==> src/inc/stereo_sync_defines.svh <==
// Functional notes
// - While stereo input is active, sync information keeps the glasses' shutters aligned with the displayed frames.
// - In infrared mode a dedicated output carries the eye timing to the board's infrared transmitter.
// - In light-encoded mode exactly one light pulse is issued per frame, inside the both-shutters-closed interval.
// - While both shutters are closed the light source stays off except for that one pulse.
// - The pulse offset after subframe end alternates frame by frame between a base above 500 us and base plus delta.
// - The delta lies in 128 to 163 us with a nominal per frame rate, 161.6 us at 98 Hz.
// - The pulse width lies in 20 to 32 us with a nominal per frame rate, 31.8 us at 98 Hz.
// - The long offset always equals base plus delta exactly.
// - Rates 98, 100, 102, 118, 120 and 122 Hz are supported, each with its own nominal width and delta.
// - The sync pulse uses red light only, never blue.
`ifndef STEREO_SYNC_DEFINES_SVH
`define STEREO_SYNC_DEFINES_SVH

`define CLK_PERIOD_NS 50
`define NS2CYC(ns) ((ns) / `CLK_PERIOD_NS)
`define TIMER_W 16

`define BASE_OFFSET_NS 501000
`define BASE_OFFSET_MIN_NS 500000
`define WIDTH_MIN_NS 20000
`define WIDTH_MAX_NS 32000
`define DELTA_MIN_NS 128000
`define DELTA_MAX_NS 163000

`define WIDTH_98_NS 31800
`define WIDTH_100_NS 31200
`define WIDTH_102_NS 30600
`define WIDTH_118_NS 26400
`define WIDTH_120_NS 26000
`define WIDTH_122_NS 25600
`define DELTA_98_NS 161600
`define DELTA_100_NS 158400
`define DELTA_102_NS 155300
`define DELTA_118_NS 134200
`define DELTA_120_NS 132000
`define DELTA_122_NS 129800

`define RATE_98 3'h0
`define RATE_100 3'h1
`define RATE_102 3'h2
`define RATE_118 3'h3
`define RATE_120 3'h4
`define RATE_122 3'h5

`define RGB_OFF 3'h0
`define RGB_RED 3'h1

`endif

==> src/inc/stereo_sync_pkg.sv <==
package stereo_sync_pkg;
  typedef enum logic [2:0] {
    ST_OFF,
    ST_OPEN,
    ST_OFFSET,
    ST_PULSE,
    ST_DARK
  } sync_state_t;
  typedef logic [2:0] rate_sel_t;
  // bit 0 red, bit 1 green, bit 2 blue
  typedef logic [2:0] rgb_t;
endpackage

==> src/inc/pulse_timer_if.sv <==
`timescale 1ns/1ps
interface pulse_timer_if #(parameter int unsigned TW = 16);
  logic load;
  logic [TW-1:0] count;
  logic busy;
  logic done;
  modport ctrl (output load, output count, input busy, input done);
  modport timer (input load, input count, output busy, output done);
endinterface // pulse_timer_if

==> src/logic/pulse_timer.sv <==
`timescale 1ns/1ps
`include "stereo_sync_defines.svh"
module pulse_timer #(
  parameter int unsigned TW = `TIMER_W
) (
  input wire logic clk, // system clock
  input wire logic resetn, // async reset, active low
  input wire logic ce, // clock enable
  pulse_timer_if.timer tmr // load/count in, busy/done out
);
  import stereo_sync_pkg::*;

  logic [TW-1:0] cnt_reg;
  logic done_reg;

  // counts a loaded value down to zero; done pulses in the first cycle at zero, the same cycle in which busy drops
  always_ff @(posedge clk or negedge resetn) begin
    if (!resetn) begin
      cnt_reg <= '0;
      done_reg <= 1'b0;
    end else if (ce) begin
      done_reg <= 1'b0;
      if (tmr.load) begin
        cnt_reg <= tmr.count;
      end else if (cnt_reg != '0) begin
        cnt_reg <= cnt_reg - TW'(1);
        if (cnt_reg == TW'(1)) begin
          done_reg <= 1'b1;
        end
      end
    end
  end

  assign tmr.busy = (cnt_reg != '0);
  assign tmr.done = done_reg;
endmodule // pulse_timer

==> src/logic/stereo_sync_pulse.sv <==
`timescale 1ns/1ps
`include "stereo_sync_defines.svh"
module stereo_sync_pulse #(
  parameter int unsigned TW = `TIMER_W,
  parameter int unsigned BASE_OFFSET_CYC = `NS2CYC(`BASE_OFFSET_NS)
) (
  input wire logic clk, // system clock, 20 MHz
  input wire logic resetn, // async reset, active low
  input wire logic ce, // clock enable, freezes all state when low
  input wire logic stereo_en, // stereo video input active
  input wire logic light_mode, // 1: light-encoded sync, 0: infrared sync
  input wire stereo_sync_pkg::rate_sel_t rate_sel, // internal frame rate select
  input wire logic frame_start, // pulse: new frame shown, shutter opens
  input wire logic subframe_end, // pulse: frame image ends, shutters close
  input wire stereo_sync_pkg::rgb_t illum_req, // normal illumination request
  output stereo_sync_pkg::rgb_t led_en, // illumination driver enables
  output logic ir_sync, // infrared transmitter key
  output logic left_eye, // 1 while the left-eye image is shown
  output logic shutters_closed, // both shutters closed interval
  output logic sync_pulse // high during the light sync pulse
);
  import stereo_sync_pkg::*;

  localparam int unsigned MAX_OFFSET_CYC = BASE_OFFSET_CYC + `NS2CYC(`DELTA_MAX_NS);

  generate
    if (BASE_OFFSET_CYC * `CLK_PERIOD_NS <= `BASE_OFFSET_MIN_NS) begin : g_bad_base
      $error("base offset must exceed its minimum");
    end
    if (MAX_OFFSET_CYC >= (64'd1 << TW)) begin : g_bad_width
      $error("timer width too small for the longest offset");
    end
  endgenerate

  sync_state_t state_reg, state_next;
  rate_sel_t rate_reg;
  logic light_reg;
  logic right_reg;
  logic [TW-1:0] width_cyc, delta_cyc;
  logic evt_start, evt_end;

  pulse_timer_if #(.TW(TW)) off_if ();
  pulse_timer_if #(.TW(TW)) wid_if ();

  pulse_timer #(.TW(TW)) u_offset_timer (
    .clk(clk),
    .resetn(resetn),
    .ce(ce),
    .tmr(off_if.timer)
  );

  pulse_timer #(.TW(TW)) u_width_timer (
    .clk(clk),
    .resetn(resetn),
    .ce(ce),
    .tmr(wid_if.timer)
  );

  assign evt_start = stereo_en && frame_start;
  assign evt_end = stereo_en && subframe_end;

  // nominal width and delta per internal frame rate
  always_comb begin
    case (rate_reg)
      `RATE_98: begin
        width_cyc = TW'(`NS2CYC(`WIDTH_98_NS));
        delta_cyc = TW'(`NS2CYC(`DELTA_98_NS));
      end
      `RATE_100: begin
        width_cyc = TW'(`NS2CYC(`WIDTH_100_NS));
        delta_cyc = TW'(`NS2CYC(`DELTA_100_NS));
      end
      `RATE_102: begin
        width_cyc = TW'(`NS2CYC(`WIDTH_102_NS));
        delta_cyc = TW'(`NS2CYC(`DELTA_102_NS));
      end
      `RATE_118: begin
        width_cyc = TW'(`NS2CYC(`WIDTH_118_NS));
        delta_cyc = TW'(`NS2CYC(`DELTA_118_NS));
      end
      `RATE_122: begin
        width_cyc = TW'(`NS2CYC(`WIDTH_122_NS));
        delta_cyc = TW'(`NS2CYC(`DELTA_122_NS));
      end
      default: begin
        width_cyc = TW'(`NS2CYC(`WIDTH_120_NS));
        delta_cyc = TW'(`NS2CYC(`DELTA_120_NS));
      end
    endcase
  end

  // offset timer armed at subframe end, width timer when the offset expires
  assign off_if.load = (state_reg == ST_OPEN) && evt_end && light_reg;
  // right-eye frames take the long offset, base plus delta exactly
  // done reaches the state one cycle after the count ends, so each timer is loaded one short
  assign off_if.count = TW'(BASE_OFFSET_CYC - 1) + (right_reg ? delta_cyc : '0);
  assign wid_if.load = (state_reg == ST_OFFSET) && off_if.done && !frame_start;
  assign wid_if.count = width_cyc - TW'(1);

  always_comb begin
    state_next = state_reg;
    case (state_reg)
      ST_OFF: begin
        if (evt_start) begin
          state_next = ST_OPEN;
        end
      end
      ST_OPEN: begin
        if (evt_end) begin
          state_next = light_reg ? ST_OFFSET : ST_DARK;
        end
      end
      ST_OFFSET: begin
        if (evt_start) begin
          state_next = ST_OPEN;
        end else if (off_if.done) begin
          state_next = ST_PULSE;
        end
      end
      ST_PULSE: begin
        if (evt_start) begin
          state_next = ST_OPEN;
        end else if (wid_if.done) begin
          state_next = ST_DARK;
        end
      end
      ST_DARK: begin
        if (evt_start) begin
          state_next = ST_OPEN;
        end
      end
      default: begin
        state_next = ST_OFF;
      end
    endcase
    if (!stereo_en) begin
      state_next = ST_OFF;
    end
  end

  always_ff @(posedge clk or negedge resetn) begin
    if (!resetn) begin
      state_reg <= ST_OFF;
    end else if (ce) begin
      state_reg <= state_next;
    end
  end

  // rate and mode only change on a frame boundary, or on any cycle while in ST_OFF
  always_ff @(posedge clk or negedge resetn) begin
    if (!resetn) begin
      rate_reg <= `RATE_98;
      light_reg <= 1'b0;
    end else if (ce && (evt_start || state_reg == ST_OFF)) begin
      rate_reg <= rate_sel;
      light_reg <= light_mode;
    end
  end

  // eye phase: first frame after start is left, then alternates
  always_ff @(posedge clk or negedge resetn) begin
    if (!resetn) begin
      right_reg <= 1'b1;
    end else if (ce) begin
      if (!stereo_en) begin
        right_reg <= 1'b1;
      end else if (frame_start) begin
        right_reg <= !right_reg;
      end
    end
  end

  // illumination: normal while open, dark when closed except a red pulse
  always_ff @(posedge clk or negedge resetn) begin
    if (!resetn) begin
      led_en <= `RGB_OFF;
      sync_pulse <= 1'b0;
      shutters_closed <= 1'b0;
    end else if (ce) begin
      case (state_next)
        ST_OFF, ST_OPEN: led_en <= illum_req;
        ST_PULSE: led_en <= `RGB_RED;
        default: led_en <= `RGB_OFF;
      endcase
      sync_pulse <= (state_next == ST_PULSE);
      shutters_closed <= (state_next == ST_OFFSET) || (state_next == ST_PULSE)
        || (state_next == ST_DARK);
    end
  end

  // eye outputs follow the phase that the next state shows
  always_ff @(posedge clk or negedge resetn) begin
    if (!resetn) begin
      left_eye <= 1'b0;
      ir_sync <= 1'b0;
    end else if (ce) begin
      if (!stereo_en) begin
        left_eye <= 1'b0;
        ir_sync <= 1'b0;
      end else if (frame_start) begin
        left_eye <= right_reg;
        ir_sync <= right_reg && !light_mode;
      end
    end
  end
endmodule // stereo_sync_pulse

==> config.mk <==
export PLATFORM = sky130hd
export DESIGN_NAME = stereo_sync_pulse
export DESIGN_NICKNAME = d
export VERILOG_FILES = /design/src/inc/stereo_sync_pkg.sv /design/src/inc/pulse_timer_if.sv /design/src/logic/pulse_timer.sv /design/src/logic/stereo_sync_pulse.sv
export VERILOG_INCLUDE_DIRS = /design/src /design/src/inc
export SDC_FILE = /design/constraint.sdc
export NUM_CORES = 1
export LEC_CHECK = 0
export ABC_AREA = 1
export BUFFER_PORTS_ARGS = -buffer_cell sky130_fd_sc_hd__buf_2
export CORE_MARGIN = 2
export CORE_UTILIZATION = 38
export DETAILED_ROUTE_END_ITERATION = 16
export PLACE_DENSITY = 0.66
export SLEW_MARGIN = 20
export SYNTH_ARGS = -nofsm -noshare
export SYNTH_HDL_FRONTEND = slang
export SYNTH_SLANG_ARGS = --single-unit
==> constraint.sdc <==
create_clock -name clk -period 2.79 [get_ports clk]
set_input_delay 0.4185 -clock clk [delete_from_list [all_inputs] [get_ports clk]]
set_output_delay 0.4185 -clock clk [all_outputs]
set_load 0.02 [all_outputs]
; ---- After elaboration in Yosys (flattened, before gate mapping)
; Index checks and enable logic that the tools add are counted.
[op_classes]
add_sub_neg = 4
multipliers = 0
n_div = 0
magnitude_cmp = 0
n_eq_ne = 15
shifts = 0
mux = 29
n_bitwise = 0
n_reduce_logical = 26
[op_table]
columns = cell, count
row1 = $mux W16, 5
row2 = $pmux W11 S5, 1
row3 = $sub A16 B1 Y16 const B, 3
row4 = $pmux W7 S5, 1
row5 = $eq A16 B1 Y1 const B, 2
row6 = $reduce_bool A16 Y1, 2
row7 = $mux W3, 8
row8 = $eq A3 B2 Y1 const B, 6
row9 = $add A14 B16 Y16 const A, 1
row10 = $mux W1, 12
row11 = $pmux W3 S4, 1
row12 = $eq A3 B1 Y1 const B, 3
row13 = $eq A3 B3 Y1 const B, 3
row14 = $logic_not A3 Y1, 3
row15 = $logic_and A1 B1 Y1, 8
row16 = $pmux W3 S2, 1
row17 = $reduce_and A2 Y1, 3
row18 = $reduce_bool A2 Y1, 2
row19 = $reduce_or A2 Y1, 2
row20 = $logic_not A1 Y1, 3
row21 = $logic_or A1 B1 Y1, 3
row22 = $ne A2 B1 Y1 const B, 1
[totals]
register_bits = 49
latchBits = 0
ram_bits = 0
mem_bits_ro = 0
input_bits = 13
memories = 0

; ---- Longest topological paths before layout
[depth]
depth_word = 7
ltp_mapped = 12
depth_no_buf = 12

; ---- By module
; A second synthesis with hierarchy kept.
[hier_totals]
cells_unflattened = 550
hier_area_um2 = 3623.5
[by_module_without_submodules]
columns = mod, instances, cells_per_inst, area_per_inst_um2, seq_area_each_um2
row1 = pulse_timer, 2, 208, 1345.0, 425.4
row2 = stereo_sync_pulse, 1, 134, 933.4, 376.6

; ---- Worst setup path after synthesis
; No wires, ideal clock.
[synth_path]
kind = register to register
from = reg u_width_timer.cnt_reg[0]
to = reg u_width_timer.cnt_reg[3]
arrival_ps = 1415
required_ps = 2670
setup_slack_ps = 1254
stages_incl_launch_ff = 11
path_buffers = 1
synth_period_minus_slack_ps = 1536
path_cell_list = dfrtp_1 inv_1 ha_1 nand2_2 nor2_2 nand3_2 nand2_4 inv_4 buf_6 nand2_1 nand2_1
[synth_via]
elab_chain_len = 3
word_cells_on_any_way = 6
cone_classes = add/sub: 1 / mux: 2 / reduce/logical: 3
[synth_rtl]
columns = element, line
row1 = "start, declared", pulse_timer.sv:13  ; logic [TW-1:0] cnt_reg;
row2 = "start signal, assigned", pulse_timer.sv:24  ; cnt_reg <= tmr.count;
row3 = "start signal, assigned", pulse_timer.sv:26  ; cnt_reg <= cnt_reg - TW'(1);
row4 = $sub A16 B1 Y16 or $reduce_bool A16 Y1 (tied branches), "pulse_timer.sv:26, pulse_timer.sv:25"
row5 = $mux W16 or $reduce_bool A2 Y1 (tied branches), n/a
row6 = $mux W16 or $reduce_and A2 Y1 (tied branches), n/a
; Several ways; a longest one is shown, not always the timed one. The select of a mux whose other input is x is not followed.
; A chain may end at the register's enable or synchronous reset.

; ---- Worst setup path in the final report
[layout_path]
from = reg state_reg[2]
to = reg u_width_timer.cnt_reg[0]
[layout_via]
elab_chain_len = 5
word_cells_on_any_way = 6
cone_classes = eq/ne: 1 / mux: 1 / reduce/logical: 4
[layout_rtl]
columns = element, line
row1 = "start, declared", stereo_sync_pulse.sv:35  ; sync_state_t state_reg, state_next;
row2 = "start signal, assigned", stereo_sync_pulse.sv:145  ; state_reg <= state_next;
row3 = $eq A3 B2 Y1 (*), stereo_sync_pulse.sv:97  ; assign wid_if.load = (state_reg == ST_OFFSET) && off_if.done && !frame_start;
row4 = $logic_and A1 B1 Y1 (*) (2 in series), stereo_sync_pulse.sv:97
row5 = $reduce_bool A2 Y1 (no line), n/a
row6 = $reduce_and A2 Y1 (no line), n/a
; Every way passes the cells marked *; elsewhere a longest branch is shown, timed or not.

==> reports/metrics.cfg <==
[outcome]
status=finished clean

[sta]
rsz0062_at_grt=no
fin_crit_ns=1.97
fin_skew_ns=0.00754
fmax_ghz=0.507
hold_ws_ns=0.0163
timing.final.crit_share_pct=70.7
finalHoldViolations=0
tightest_slew_ns=0.448
slew_viol_final=0
relSlewSlack_pct=70.1
tns_ns=0
setup_viol=0

[hold_path]
hold_path.class=in -> async

[synthesis]
synth_area_leaders=dfrtp_1 36%, nand2_1 18%, nor2_1 7.3%
synth-seq-cells=49
yosys.cell_types.count=33
synth_warnings=0
netlist_instances=495
synthAdderAreaFrac_pct=2.24
yosys.area_share.simple_pct=39.9
synth_compound_area_share_pct=10.6
syn-num-nets=514
synth_mux_area_share_pct=0.336
synthXorXnorAreaFrac_pct=1.04
synth_top_cell_by_area=dfrtp_1
ys_seq_area_share_pct=36.6
syn-cell-area_um2=3350
netlist.area_leader.share_pct=35.8
syn_area_per_cell_um2=6.78
synth_top_family_by_area=simple AND/OR/NAND/NOR gates

[flow_run]
cap_violations=0

[clocking]
h-tree-depth=2
insertion_delay_ns=0.30
ctsResizeCount=0
clk_pin_slew_ns=0.09
cts-buffers-inserted=5
cts_tree=done
post_cts_buffers=0
max-clock-path-buffers=2
cts_root_buf=clkbuf_8
clock-sinks=49
postCtsHoldBufs=0

[critical_path]
cp.required_ns=3.03
reg2reg_slack_ns=0.82
arrival_ns=2.21
cp-start-kind=register
crit_type=reg -> reg
end_kind=register
crit_fanout=21

[final_layout]
insertedDiodeCount=0
drive_gt1_share_pct=13.3
mostFrequentLayoutCell=nand2_1
fin_nets=530
final_cell_mix=164 x nand2_1, 65 x nor2_1, 53 x inv_1
area_growth_pct=7.72
final_cells=620

[routing]
route.detailed.drc=0
first_pass_iters=4
first_iter_violations=176
num_vias=3055
viasPerCell=4.93
wire_per_inst_um=11.9
wl_um=7400
ant_nets=0

[floorplanning]
die-area_um2=9600
ios=20
die_x_um=98.0
start_util_pct=38.8
core_um2=8640
fp-row-count=34
fp.dieH_um=98.0

[power]
leakage_nw=1.87
power.density_nw_per_um2=825
peakVddDrop_mv=0.428

[global_route]
grt-ovfl-total=0
grt_pass1_wl_um=13200
antenna_found_initial=0
grt_max_degree=34
grt_pass1_vias=3007
track_usage_pct=16.4

[placed_design]
placed_cells=612
port_buffers=19
hpwlAfterDp_um=5530
routabilityCongestion=0.867

-- critical path, stage by stage, from the launching register on --
cell and delay (ns):
dfrtp_1 0.48, nor2_2 0.22, nand3_2 0.39, nand3_2 0.25
nand2_4 0.15, inv_4 0.20, o21ai_0 0.14, o21ai_2 0.07
-- synthesized netlist by cell type --
master    instances
nand2_1         164
nor2_1           65
inv_1            53
dfrtp_1          48
nand3_1          39
o21ai_0          34
a21oi_1          12
o21ai_2          10
nor2_2            9
nand3_2           7
ha_1              6
nand2_2           6
o21ai_1           5
xor2_1            4
buf_2             3
buf_4             3
buf_6             3
nand2_4           3
nand3b_1          3
nor3_1            3
nand4_1           2
nor2_4            2
a31oi_1           1
buf_12            1
clkbuf_1          1
dfstp_2           1
inv_2             1
inv_4             1
inv_6             1
mux2_1            1
o22ai_1           1
or2_0             1
or2_1             1
-- report_power, final --
group          total (mW)  switching (mW)  leakage, nW  internal, mW
combinational        1.29           0.839         1.18         0.453
sequential           1.15           0.235        0.623         0.920
clock               0.533           0.240       0.0585         0.293
-- path summary, 6_finish.rpt --
kind / endpoint / startpoint / cells after the start
max in group asynchronous: right_reg / resetn / 2
hold reg to reg: shutters_closed / shutters_closed / 2
hold / removal: u_offset_timer.cnt_reg[2] / resetn / 1
setup reg to reg: u_width_timer.cnt_reg[0] / state_reg[2] / 7
min in group clk: ir_sync / light_mode / 2
setup / recovery: u_width_timer.cnt_reg[0] / state_reg[2] / 7
-- layout make-up --
| class | count | area [µm²] |
|---|---|---|
| clock buffer | 7 | 86.3 |
| multi-input combinational | 379 | 1810 |
| sequential | 49 | 1230 |
| tap | 108 | 135 |
| inverter | 56 | 218 |
| clock inverter | 1 | 30.0 |
| fill | 908 | 5020 |
| timing repair buffer | 20 | 103 |
-- metal layers --
layer  up-vias  part of all wire [%]  routed length [µm]  track usage [%]
met3         6                   2.8                 209             2.58
met4         0                  0.91                  67             4.70
met1      1429                    50                3720             22.3
met2        37                    46                3400             27.0
met5         -                     0                   0                0
li1       1583                     -                   -                -
-- kinds of logic after synthesis --
family / after synthesis
compound gates: 63
xor+xnor: 4
fa+ha+maj: 6
buf+inv: 67
flops: 49
mux: 1
simple gates: 305
-- per-stage QoR --
| stage | instance area, µm² | total power, mW | utilization (%) | worst slack [ns] |
|---|---|---|---|---|
| 2_1_floorplan | 3350 | 2.16 | - | 1.25 |
| 3_3_place_gp | 3500 | 2.41 | 40.5 | 0.887 |
| 3_5_place_dp | 3500 | 2.45 | 40.5 | 0.842 |
| 4_1_cts | 3610 | 3.00 | 41.8 | 0.809 |
| 5_1_grt | 3610 | 3.28 | 41.8 | 0.628 |
| 6_report | 3610 | 2.98 | 41.8 | 0.817 |
(Power assumes the default switching activity.)
